### config.mk
export PLATFORM = sky130hd
export DESIGN_NAME = ascca_top
export DESIGN_NICKNAME = d
export VERILOG_FILES = /design/src/verilog/ascca_pkg.sv /design/src/verilog/ascca_top.sv
export SDC_FILE = /design/constraint.sdc
export NUM_CORES = 1
export LEC_CHECK = 0
export ABC_AREA = 1
export BUFFER_PORTS_ARGS = -buffer_cell sky130_fd_sc_hd__buf_2
export CORE_UTILIZATION = 50
export DETAILED_ROUTE_END_ITERATION = 8
export PLACE_DENSITY = 0.88
export SETUP_SLACK_MARGIN = 0.02
export SLEW_MARGIN = 20
export SYNTH_ARGS = -nofsm -noshare
export SYNTH_HDL_FRONTEND = slang
export SYNTH_SLANG_ARGS = --single-unit
### constraint.sdc
create_clock -name I_MCLK -period 3.3 [get_ports I_MCLK]
set_clock_uncertainty 0.2 [all_clocks]
set_input_delay 0.66 -clock I_MCLK [delete_from_list [all_inputs] [get_ports I_MCLK]]
set_output_delay 0.66 -clock I_MCLK [all_outputs]
set_load 0.02 [all_outputs]
### src/verilog/ascca_pkg.sv
`default_nettype none
package ascca_pkg;
  // Register indices on APB; the byte address is index * 4
  localparam logic [7:0] CTRL_A_CH0_IDX  = 8'h00;
  localparam logic [7:0] CTRL_A_CH1_IDX  = 8'h01;
  localparam logic [7:0] CTRL_B_CH0_IDX  = 8'h02;
  localparam logic [7:0] CTRL_B_CH1_IDX  = 8'h03;
  localparam logic [7:0] INT_STAT_IDX    = 8'h04;
  localparam logic [7:0] INT_MASK_IDX    = 8'h05;
  localparam logic [7:0] RX_FLAGS_IDX    = 8'h06;
  localparam int         ADDR_W          = 12;
  // Control register A field positions
  localparam int BIT_WAKE  = 7;
  localparam int BIT_RXEN  = 6;
  localparam int BIT_TXEN  = 5;
  localparam int BIT_PIN4  = 4;
  localparam int BIT_MPB   = 3;
  localparam int BIT_FMT_H = 2;
  // Control register B: multiprocessor format bit
  localparam int BIT_MPSEL = 6;
  // Reset values (bit 3 undefined, held at zero here)
  localparam logic [7:0] CTRL_A_CH0_RST = 8'h10;
  localparam logic [7:0] CTRL_A_CH1_RST = 8'h00;
  localparam logic [7:0] CTRL_B_RST     = 8'h00;
  // Per-channel flag layout: receive full, overrun, parity, framing
  localparam int FLG_RDF = 0;
  localparam int FLG_OVR = 1;
  localparam int FLG_PAR = 2;
  localparam int FLG_FRM = 3;
  localparam int NFLG    = 4;
  // Received character report from the shift datapath
  typedef struct packed {
    logic valid;
    logic mp_bit;
    logic overrun;
    logic parity_err;
    logic framing_err;
  } ascca_rxev_t;
  // Frame format decoded for the datapath
  typedef struct packed {
    logic eight_bits;
    logic parity_on;
    logic two_stops;
    logic mp_frame;
  } ascca_fmt_t;
endpackage
`default_nettype wire

### src/verilog/ascca_top.sv
// Behaviour
// - Receiver enable bit 6 enables receiver
// - Clearing it aborts reception, holds flags
// - Receiver enable zero on reset/io halt
// - Transmit enable bit 5; clear aborts, keeps empty
// - Transmit enable zero on reset/io halt
// - Channel 0 bit 4 drives request-to-send
// - Bit 3 reads last multiprocessor bit (here only in mp format, else zero)
// - Writing zero to bit 3 clears errors
// - Bit 3 reset value is undefined
// - Bits 2..0 select length, parity, stops
// - Wake-up enable ignored without multiprocessor format
// - Wake-up on: only mp-bit characters update flags
// - Wake-up off: every character updates flags
// - Channel 1 bit 4 is clock-pin disable
// - Clock-pin disable picks DMA end output
// - Multiprocessor frame has mp bit, no parity
// - Receive interrupt on any receive flag rising
//
// The APB register port was chosen for this implementation.
`default_nettype none
module ascca_top #(
  parameter int NCH = 2                                  // Number of serial channels
) (
  input  wire logic                         I_MCLK,
  input  wire logic                         I_RST,
  input  wire logic                         I_PSEL,
  input  wire logic                         I_PENABLE,
  input  wire logic                         I_PWRITE,
  input  wire logic [ascca_pkg::ADDR_W-1:0] I_PADDR,
  input  wire logic [31:0]                  I_PWDATA,
  output logic      [31:0]                  O_PRDATA,
  output logic                              O_PREADY,
  output logic                              O_PSLVERR,
  input  wire logic                         I_IO_HALT,    // I/O-stop mode
  input  wire ascca_pkg::ascca_rxev_t       I_RX_EV [NCH], // Character received
  input  wire logic                         I_DMA_END,    // DMA end-of-transfer source
  input  wire logic                         I_CLK1_OUT,   // Channel-1 clock when driven
  input  wire logic                         I_CLK1_OE,    // Channel-1 clock drive request
  input  wire logic                         I_CLK1_PIN_I, // Shared pin level
  output logic                              O_CLK1_PIN_O,
  output logic                              O_CLK1_PIN_OE,
  output logic                              O_CLK1_IN,    // External clock to channel 1
  output logic                              O_REQUEST_TO_SEND_CH0_N,     // Request-to-send, low active
  output logic      [NCH-1:0]               O_RX_EN,
  output logic      [NCH-1:0]               O_TX_EN,
  output ascca_pkg::ascca_fmt_t             O_FMT [NCH],
  output logic                              O_IRQ
);

  // Access phase decode
  // Writes land in the access cycle, which is also the cycle that shows
  // pready high, so a write and its answer always share one clock edge.
  // Unaligned byte addresses match nothing and are refused like holes.
  wire                 acc      = I_PSEL & I_PENABLE;
  wire                 wr       = acc & I_PWRITE;
  wire [9:0]           idx      = I_PADDR[11:2];
  wire                 aligned  = (I_PADDR[1:0] == 2'h0);
  wire [7:0]           wb       = I_PWDATA[7:0];
  wire                 sel_a0   = aligned && idx == 10'(ascca_pkg::CTRL_A_CH0_IDX);
  wire                 sel_a1   = aligned && idx == 10'(ascca_pkg::CTRL_A_CH1_IDX);
  wire                 sel_b0   = aligned && idx == 10'(ascca_pkg::CTRL_B_CH0_IDX);
  wire                 sel_b1   = aligned && idx == 10'(ascca_pkg::CTRL_B_CH1_IDX);
  wire                 sel_st   = aligned && idx == 10'(ascca_pkg::INT_STAT_IDX);
  wire                 sel_mk   = aligned && idx == 10'(ascca_pkg::INT_MASK_IDX);
  wire                 sel_fl   = aligned && idx == 10'(ascca_pkg::RX_FLAGS_IDX);
  wire                 mapped   = sel_a0 | sel_a1 | sel_b0 | sel_b1 | sel_st | sel_mk | sel_fl;

  logic [7:0]          ctrl_a [NCH];        // Control register A per channel
  logic [7:0]          ctrl_b [NCH];        // Control register B (mp select only used)
  logic [NCH-1:0]      mp_last;             // Last received multiprocessor bit
  logic [ascca_pkg::NFLG-1:0] flags [NCH];  // Receive full and error flags
  logic [7:0]          int_stat;            // Sticky events, 4 per channel
  logic [7:0]          int_mask;
  logic [7:0]          rd_mux;
  wire  [NCH-1:0]      sel_a    = {sel_a1, sel_a0};
  wire  [NCH-1:0]      sel_b    = {sel_b1, sel_b0};
  logic [7:0]          flg_rise;            // Flags going to one this cycle

  genvar g;
  generate
    for (g = 0; g < NCH; g++) begin : g_ch
      // Wake-up filter only counts with multiprocessor format on
      wire mp_fmt  = ctrl_b[g][ascca_pkg::BIT_MPSEL];
      wire wake    = ctrl_a[g][ascca_pkg::BIT_WAKE] & mp_fmt;
      wire take    = I_RX_EV[g].valid & ctrl_a[g][ascca_pkg::BIT_RXEN]
                     & (~wake | I_RX_EV[g].mp_bit);
      wire error_flag_clear     = wr & sel_a[g] & ~wb[ascca_pkg::BIT_MPB];
      wire [ascca_pkg::NFLG-1:0] set_v = {I_RX_EV[g].framing_err,
                                          I_RX_EV[g].parity_err & ~mp_fmt,
                                          I_RX_EV[g].overrun, 1'b1} & {4{take}};
      wire [ascca_pkg::NFLG-1:0] clr_v = {error_flag_clear, error_flag_clear, error_flag_clear, 1'b0};
      // Set wins over the error clear when both land in one cycle
      wire [ascca_pkg::NFLG-1:0] next_flags = (flags[g] & ~clr_v) | set_v;

      // Control A; enables forced off in io halt, bit 3 not stored
      always_ff @(posedge I_MCLK or posedge I_RST) begin
        if (I_RST) begin
          ctrl_a[g] <= (g == 0) ? ascca_pkg::CTRL_A_CH0_RST : ascca_pkg::CTRL_A_CH1_RST;
        end else begin
          if (wr && sel_a[g]) begin
            ctrl_a[g] <= wb & ~8'h08;
          end
          if (I_IO_HALT) begin
            ctrl_a[g][ascca_pkg::BIT_RXEN] <= 1'b0;
            ctrl_a[g][ascca_pkg::BIT_TXEN] <= 1'b0;
          end
        end
      end

      // Control B, reset clears multiprocessor select
      always_ff @(posedge I_MCLK or posedge I_RST) begin
        if (I_RST) begin
          ctrl_b[g] <= ascca_pkg::CTRL_B_RST;
        end else if (wr && sel_b[g]) begin
          ctrl_b[g] <= wb;
        end
      end

      // Flags held when receiver disabled: only accepted characters set them
      always_ff @(posedge I_MCLK or posedge I_RST) begin
        if (I_RST) begin
          flags[g]   <= '0;
          mp_last[g] <= 1'b0;
        end else begin
          flags[g] <= next_flags;
          if (take) begin
            mp_last[g] <= I_RX_EV[g].mp_bit;
          end
        end
      end
      assign flg_rise[4*g +: 4] = next_flags & ~flags[g];

      // Frame format out, parity suppressed in multiprocessor frames
      always_ff @(posedge I_MCLK or posedge I_RST) begin
        if (I_RST) begin
          O_FMT[g]   <= '0;
          O_RX_EN[g] <= 1'b0;
          O_TX_EN[g] <= 1'b0;
        end else begin
          O_FMT[g].eight_bits <= ctrl_a[g][ascca_pkg::BIT_FMT_H];
          O_FMT[g].parity_on  <= ctrl_a[g][1] & ~mp_fmt;
          O_FMT[g].two_stops  <= ctrl_a[g][0];
          O_FMT[g].mp_frame   <= mp_fmt;
          O_RX_EN[g] <= ctrl_a[g][ascca_pkg::BIT_RXEN] & ~I_IO_HALT;
          O_TX_EN[g] <= ctrl_a[g][ascca_pkg::BIT_TXEN] & ~I_IO_HALT;
        end
      end
    end
  endgenerate

  // Read mux; bit 3 of control A returns last mp bit in mp format
  // Bit 3 is never stored: a written zero only pulses the error clear.
  // Outside mp format bit 3 reads zero, so software must not rely on it.
  // Unselected addresses fall through to zero read data.
  always_comb begin
    rd_mux = 8'h00;
    if (sel_a0) rd_mux = ctrl_a[0] | {4'h0, mp_last[0] & ctrl_b[0][6], 3'h0};
    if (sel_a1) rd_mux = ctrl_a[1] | {4'h0, mp_last[1] & ctrl_b[1][6], 3'h0};
    if (sel_b0) rd_mux = ctrl_b[0];
    if (sel_b1) rd_mux = ctrl_b[1];
    if (sel_st) rd_mux = int_stat;
    if (sel_mk) rd_mux = int_mask;
    if (sel_fl) rd_mux = {flags[1], flags[0]};
  end

  // APB answer: zero wait, unmapped gives error
  // Ready is registered from the setup cycle, so it stands exactly in the
  // access cycle; read data is captured from the setup-cycle address.
  // Trade-off: one flop stage keeps outputs clean at no wait-state cost.
  always_ff @(posedge I_MCLK or posedge I_RST) begin
    if (I_RST) begin
      O_PRDATA  <= 32'h0000_0000;
      O_PREADY  <= 1'b0;
      O_PSLVERR <= 1'b0;
    end else begin
      O_PREADY  <= I_PSEL & ~I_PENABLE;
      O_PSLVERR <= I_PSEL & ~I_PENABLE & ~mapped;
      O_PRDATA  <= {24'h00_0000, rd_mux};
    end
  end

  // Sticky status, write one clears, set wins
  // Status follows flag rising edges, not levels, so a flag that stays
  // set after a clear does not raise the event again.
  always_ff @(posedge I_MCLK or posedge I_RST) begin
    if (I_RST) begin
      int_stat <= 8'h00;
      int_mask <= 8'h00;
    end else begin
      int_stat <= (int_stat & ~((wr && sel_st) ? wb : 8'h00)) | flg_rise;
      if (wr && sel_mk) int_mask <= wb;
    end
  end

  // Pins: request-to-send and shared clock / DMA-end pin
  // The shared pin is driven only in DMA-end mode or on channel-1 request;
  // the clock seen by channel 1 is held low while the pin is given away.
  always_ff @(posedge I_MCLK or posedge I_RST) begin
    if (I_RST) begin
      O_IRQ         <= 1'b0;
      O_REQUEST_TO_SEND_CH0_N      <= 1'b1;
      O_CLK1_PIN_O  <= 1'b0;
      O_CLK1_PIN_OE <= 1'b0;
      O_CLK1_IN     <= 1'b0;
    end else begin
      O_IRQ    <= |(int_stat & int_mask);
      O_REQUEST_TO_SEND_CH0_N <= ctrl_a[0][ascca_pkg::BIT_PIN4];
      if (ctrl_a[1][ascca_pkg::BIT_PIN4]) begin
        O_CLK1_PIN_O  <= I_DMA_END;
        O_CLK1_PIN_OE <= 1'b1;
        O_CLK1_IN     <= 1'b0;
      end else begin
        O_CLK1_PIN_O  <= I_CLK1_OUT;
        O_CLK1_PIN_OE <= I_CLK1_OE;
        O_CLK1_IN     <= I_CLK1_PIN_I;
      end
    end
  end
endmodule // ascca_top
`default_nettype wire
==> After elaboration in Yosys (flattened, before gate mapping) <==
Cells that the tools add are included.
{ "totals": {"output_inout_bits": 51, "word_cells": 129, "in_bits": 64, "register_bits": 83} }
{ "classes": {"n_eq_ne": 6, "reduce_logical": 18, "mux": 15, "n_bitwise": 58} }
{ "op_table": {"columns": ["op", "count"], "rows": [
  ["2-to-1 mux 8 bit", 8],
  ["== test 10 x 3 -> 1 bit, second input constant", 3],
  ["bitwise AND 1 bit", 24],
  ["bitwise AND 4 bit", 6],
  ["== test 10 x 2 -> 1 bit, second input constant", 2],
  ["bitwise AND 8 bit", 2],
  ["NOT 4 bit", 4],
  ["OR 8 x 4 -> 8 bit", 2],
  ["2-to-1 mux 7 bit", 2],
  ["logical AND 1 bit", 13],
  ["== test 10 x 1 -> 1 bit, second input constant", 1],
  ["logical NOT 10 bit", 1],
  ["NOT 1 bit", 8],
  ["NOT 8 bit", 1],
  ["OR 1 bit", 8],
  ["OR 4 bit", 2],
  ["OR 8 bit", 1],
  ["OR reduction 8 bit", 1],
  ["2-to-1 mux 2 bit", 2],
  ["nonzero test 2 bit", 2],
  ["2-to-1 mux 1 bit", 3],
  ["logical NOT 2 bit", 1]
]} }

==> Longest topological paths before layout <==
{ "depth": {"depth_word": 10, "mapped_depth": 12, "mapped_depth_nobuf": 12} }

==> Worst setup path after synthesis <==
OpenSTA, ideal clock, no wires.
{ "synth_timing": {"path_type": "input to register", "start": "in I_PADDR[9] (netlist bit)", "end": "reg ctrl_b[4] (netlist bit)", "cell_stages": 9, "path_buffers": 1, "arrival_time_ps": 1686, "setup_ps": 123, "required_ps": 2977, "path_slack_ps": 1291, "path_cell_list": "nor2_1 > nand2_2 > nor2_2 > nand3_1 > inv_2 > nand2_2 > buf_2 > nand2_1 > o21ai_1"} }
{ "synth_between": {"elab_chain_len": 3} }
{ "synth_rtl": {"columns": ["item", "line_no", "source"], "rows": [
  ["start, declared", "ascca_top.sv:30", "input wire logic [ascca_pkg::ADDR_W-1:0] I_PADDR,"],
  ["== test 10 x 2 -> 1 bit", "ascca_top.sv:63", "wire sel_b1 = aligned && idx == 10'(ascca_pkg::CTRL_B_CH1_IDX);"],
  ["logical AND 1 bit", "ascca_top.sv:63", null],
  ["logical AND 1 bit", "ascca_top.sv:115", "end else if (wr && sel_b[g]) begin"],
  ["end signal, assigned by index", "ascca_top.sv:114", "ctrl_b[g] <= ascca_pkg::CTRL_B_RST;"],
  ["end signal, assigned by index", "ascca_top.sv:116", "ctrl_b[g] <= wb;"],
  ["end, declared", "ascca_top.sv:70", "logic [7:0] ctrl_b [NCH];"]
]} }
Every way passes these cells.
A chain may end at the register's enable or synchronous reset.

==> Worst setup path in the final report <==
{ "layout_timing": {"start": "in I_PADDR[11] (netlist bit)", "end": "reg ctrl_b[3] (netlist bit)"} }
The elaborated chain is that of the path after synthesis.

==> results.md <==
- Synth warnings: 0
- Sw frac: 23.5%
- Post-synth EDFFs: 0
- Via Count: 3367
- Pint: 1.54 mW
- Die height: 90.9 µm
- # nets final: 596
- CP max FO: 16
- Hpwl dp: 6800 µm
- Final setup fails: 0
- CP startpoint: I_PADDR[11]
- Worst-path clk slew: 80 ps
- Synth area leader: dfrtp_1
- Fill cell count: 681
- Tot GR Track Use: 23.9%
- Max-cap violations: 0
- Critical Path Start Type: input pin
- Combinational share of power: 7.0%
- GR Overflow Total: 0
- Post-CTS resize count: 0
- Final slew viol count: 0
- Pwr/cell area: 447 mW/mm²
- Crit path time final: 2170 ps
- Clock Sink Count: 83
- Critical Path Sink: ctrl_b[3]
- Synth top area share: 51.3%
- # DRC: 0
- Seq pwr share: 52.4%
- Synth area leaders: dfrtp_1 (51%), nand2_1 (10%), o21ai_1 (5.4%)
- # H-tree levels: 3
- Syn avg cell area: 8.59 µm²
- I/O Buffers: 66
- Iteration-0 DRC Markers: 270
- Final WS setup: 1130 ps
- Slew HR: 60.0%
- Critical path type: in2reg
- Status: finished clean
- Syn Inst Count: 460
- Avg WL per Cell: 14.4 µm
- Most frequent cell after synthesis: nand2_1
- Maximum VDD drop: 0.210 mV
- Num CTS Buffers: 9
- Clock Latency Late Sink: 360 ps
- Antenna-violating nets left: 0
- Root buffer cell: clkbuf_8
- Final hold violation count: 0
- Vias in the first global route: 3221
- Initial antenna violation count: 0
- Ys flop type: dfrtp_1
- Mapped cell area: 0.00395 mm²
- Die area: 0.00826 mm²
- Core Box Area: 0.00769 mm²
- P_leak: 2.37 nW
- Clock power share: 40.6%
- FF-to-FF Start: ctrl_b[6]
- Final WL: 9180 µm
- Setup TNS: 0 ps
- Reg2Reg Capture Point: mp_last[1]
- Antenna cell count: 0
- Hold Crit Class: in2async
- Max Freq: 461 MHz
- Worst Path Required: 3340 ps
- RSZ-0062 raised after global routing: false
- Worst R2R Path Depth: 4
- First-pass GRT wire length: 15100 µm
- Top cells by count, synth: nand2_1 (110), dfrtp_1 (81), inv_1 (47)
- Ratio of cells with drive above 1 in the final layout: 23.3%
- Largest net degree at the start of global routing: 32
- Flop2flop setup slack: 1620 ps
- # hold bufs at CTS: 0
- Arrival @ worst endpoint: 2200 ps
- Pre-CTS worst setup slack: 764 ps
- Postcts setup bufs: 0
- Distinct cells, synth: 34
- Post-synthesis sequential area ratio: 52.6%
- First drt pass iteration count: 5
- Fin util: 58.7%
- Drt via density: 5.27
- Synth-to-Final Area Change: 14.2%
- Gp weighted congestion: 0.865
- CP Capture Type: flop
- Clock Path Buffers: 2
- Fin crit share: 65.7%
- Hold_ws: 100 ps
- P_sw: 473 µW
- Actual slew at the worst max-slew pin: 597 ps
- I/O pin cnt: 115
- CTS tree: built
- Die Span X: 90.9 µm
- Initial Utilization: 51.4%
- Ys async rst share: 100%
- Row count: 32
- Yosys reg bits: 83
==> area by class of cell <==
type	instances	area (µm²)	share of cell area (%)
clock buffers	12	155	3.44
well taps	102	128	2.83
flip-flops and latches	83	2080	46.1
inverters	58	221	4.91
clock inverters	4	72.6	1.61
repair buffers	68	345	7.66
multi-input cells	312	1510	33.5
==> power groups by stage <==
stage / clock network [mW] / logic [mW] / registers [mW]
floorplan: 0 / 0.107 / 1.07
global placement: 0 / 0.138 / 1.07
detailed placement: 0 / 0.142 / 1.07
CTS: 0.827 / 0.143 / 1.05
global route: 0.875 / 0.158 / 1.06
finish: 0.819 / 0.142 / 1.06
==> sequential cells by signal (all words and copies together), names as in the netlist, 2 cells and up <==
name	cells
ctrl_b	16
ctrl_a	14
O_FMT	8
O_PRDATA	8
flags	8
int_mask	8
int_stat	8
O_RX_EN	2
O_TX_EN	2
mp_last	2
==> critical path, cell delays in order <==
cell and delay (ps):
buf_2 120, nor2_4 220, inv_2 90, nor2_4 300, nand3_1 190, inv_2 190
nand2_2 220, nand2_1 140, o21ai_1 80
==> worst min path at each step <==
stage | cells after the start | slack (ps) | to
floorplan | 0 | 160 | O_REQUEST_TO_SEND_CH0_N
global placement | 0 | 170 | O_REQUEST_TO_SEND_CH0_N
detailed placement | 0 | 170 | O_REQUEST_TO_SEND_CH0_N
CTS | 2 | 110 | O_TX_EN[0]
global route | 2 | 130 | O_FMT[1]
finish | 2 | 100 | O_TX_EN[0]
==> through the flow <==
step / cell area [µm²] / power, mW / instances
after floorplan: 4040 / 1.18 / 483
after global placement: 4280 / 1.21 / 623
after detailed placement: 4280 / 1.22 / 623
after CTS: 4510 / 2.02 / 639
after global routing: 4510 / 2.09 / 639
final: 4510 / 2.02 / 639
==> layer usage <==
layer	share of wire (%)	global-route usage [%]	vias up
met3	9.1	6.23	26
met1	39	30.0	1593
li1	-	-	1578
met4	2.5	10.8	0
met5	0	0	-
met2	49	38.9	170
==> placed cells by master, fill, tap and decap left out, types with 2 or more instances in the layout <==
cell and n:
a21oi_1 5, a21oi_2 2, a31oi_1 2, buf_2 66, buf_4 2, bufinv_16 2, clkbuf_8 11, clkinv_2 2
conb_1 24, dfrtp_1 81, dfstp_2 2, inv_1 46, inv_2 10, nand2_1 110, nand2_2 7, nand2_4 2
nand3_1 22, nand3_2 2, nand4_1 11, nor2_1 28, nor2_2 4, nor2_4 4, nor2_8 2, nor3_1 4
nor3b_1 2, nor4_1 2, o2111ai_1 2, o21ai_0 27, o21ai_1 43, or2_2 3
==> kinds of logic (layout without fill, tap and decap cells) <==
| kind of cell | after synthesis | in the layout | synth area share [%] |
|---|---|---|---|
| buf+inv | 88 | 142 | 11.3 |
| flops | 83 | 83 | 52.6 |
| compound gates | 82 | 82 | 10.9 |
| simple gates | 205 | 205 | 24.7 |
| mux | 1 | 1 | 0.285 |
| other cells | 1 | 24 | 0.0949 |
Power figures use the tool's default switching activity.
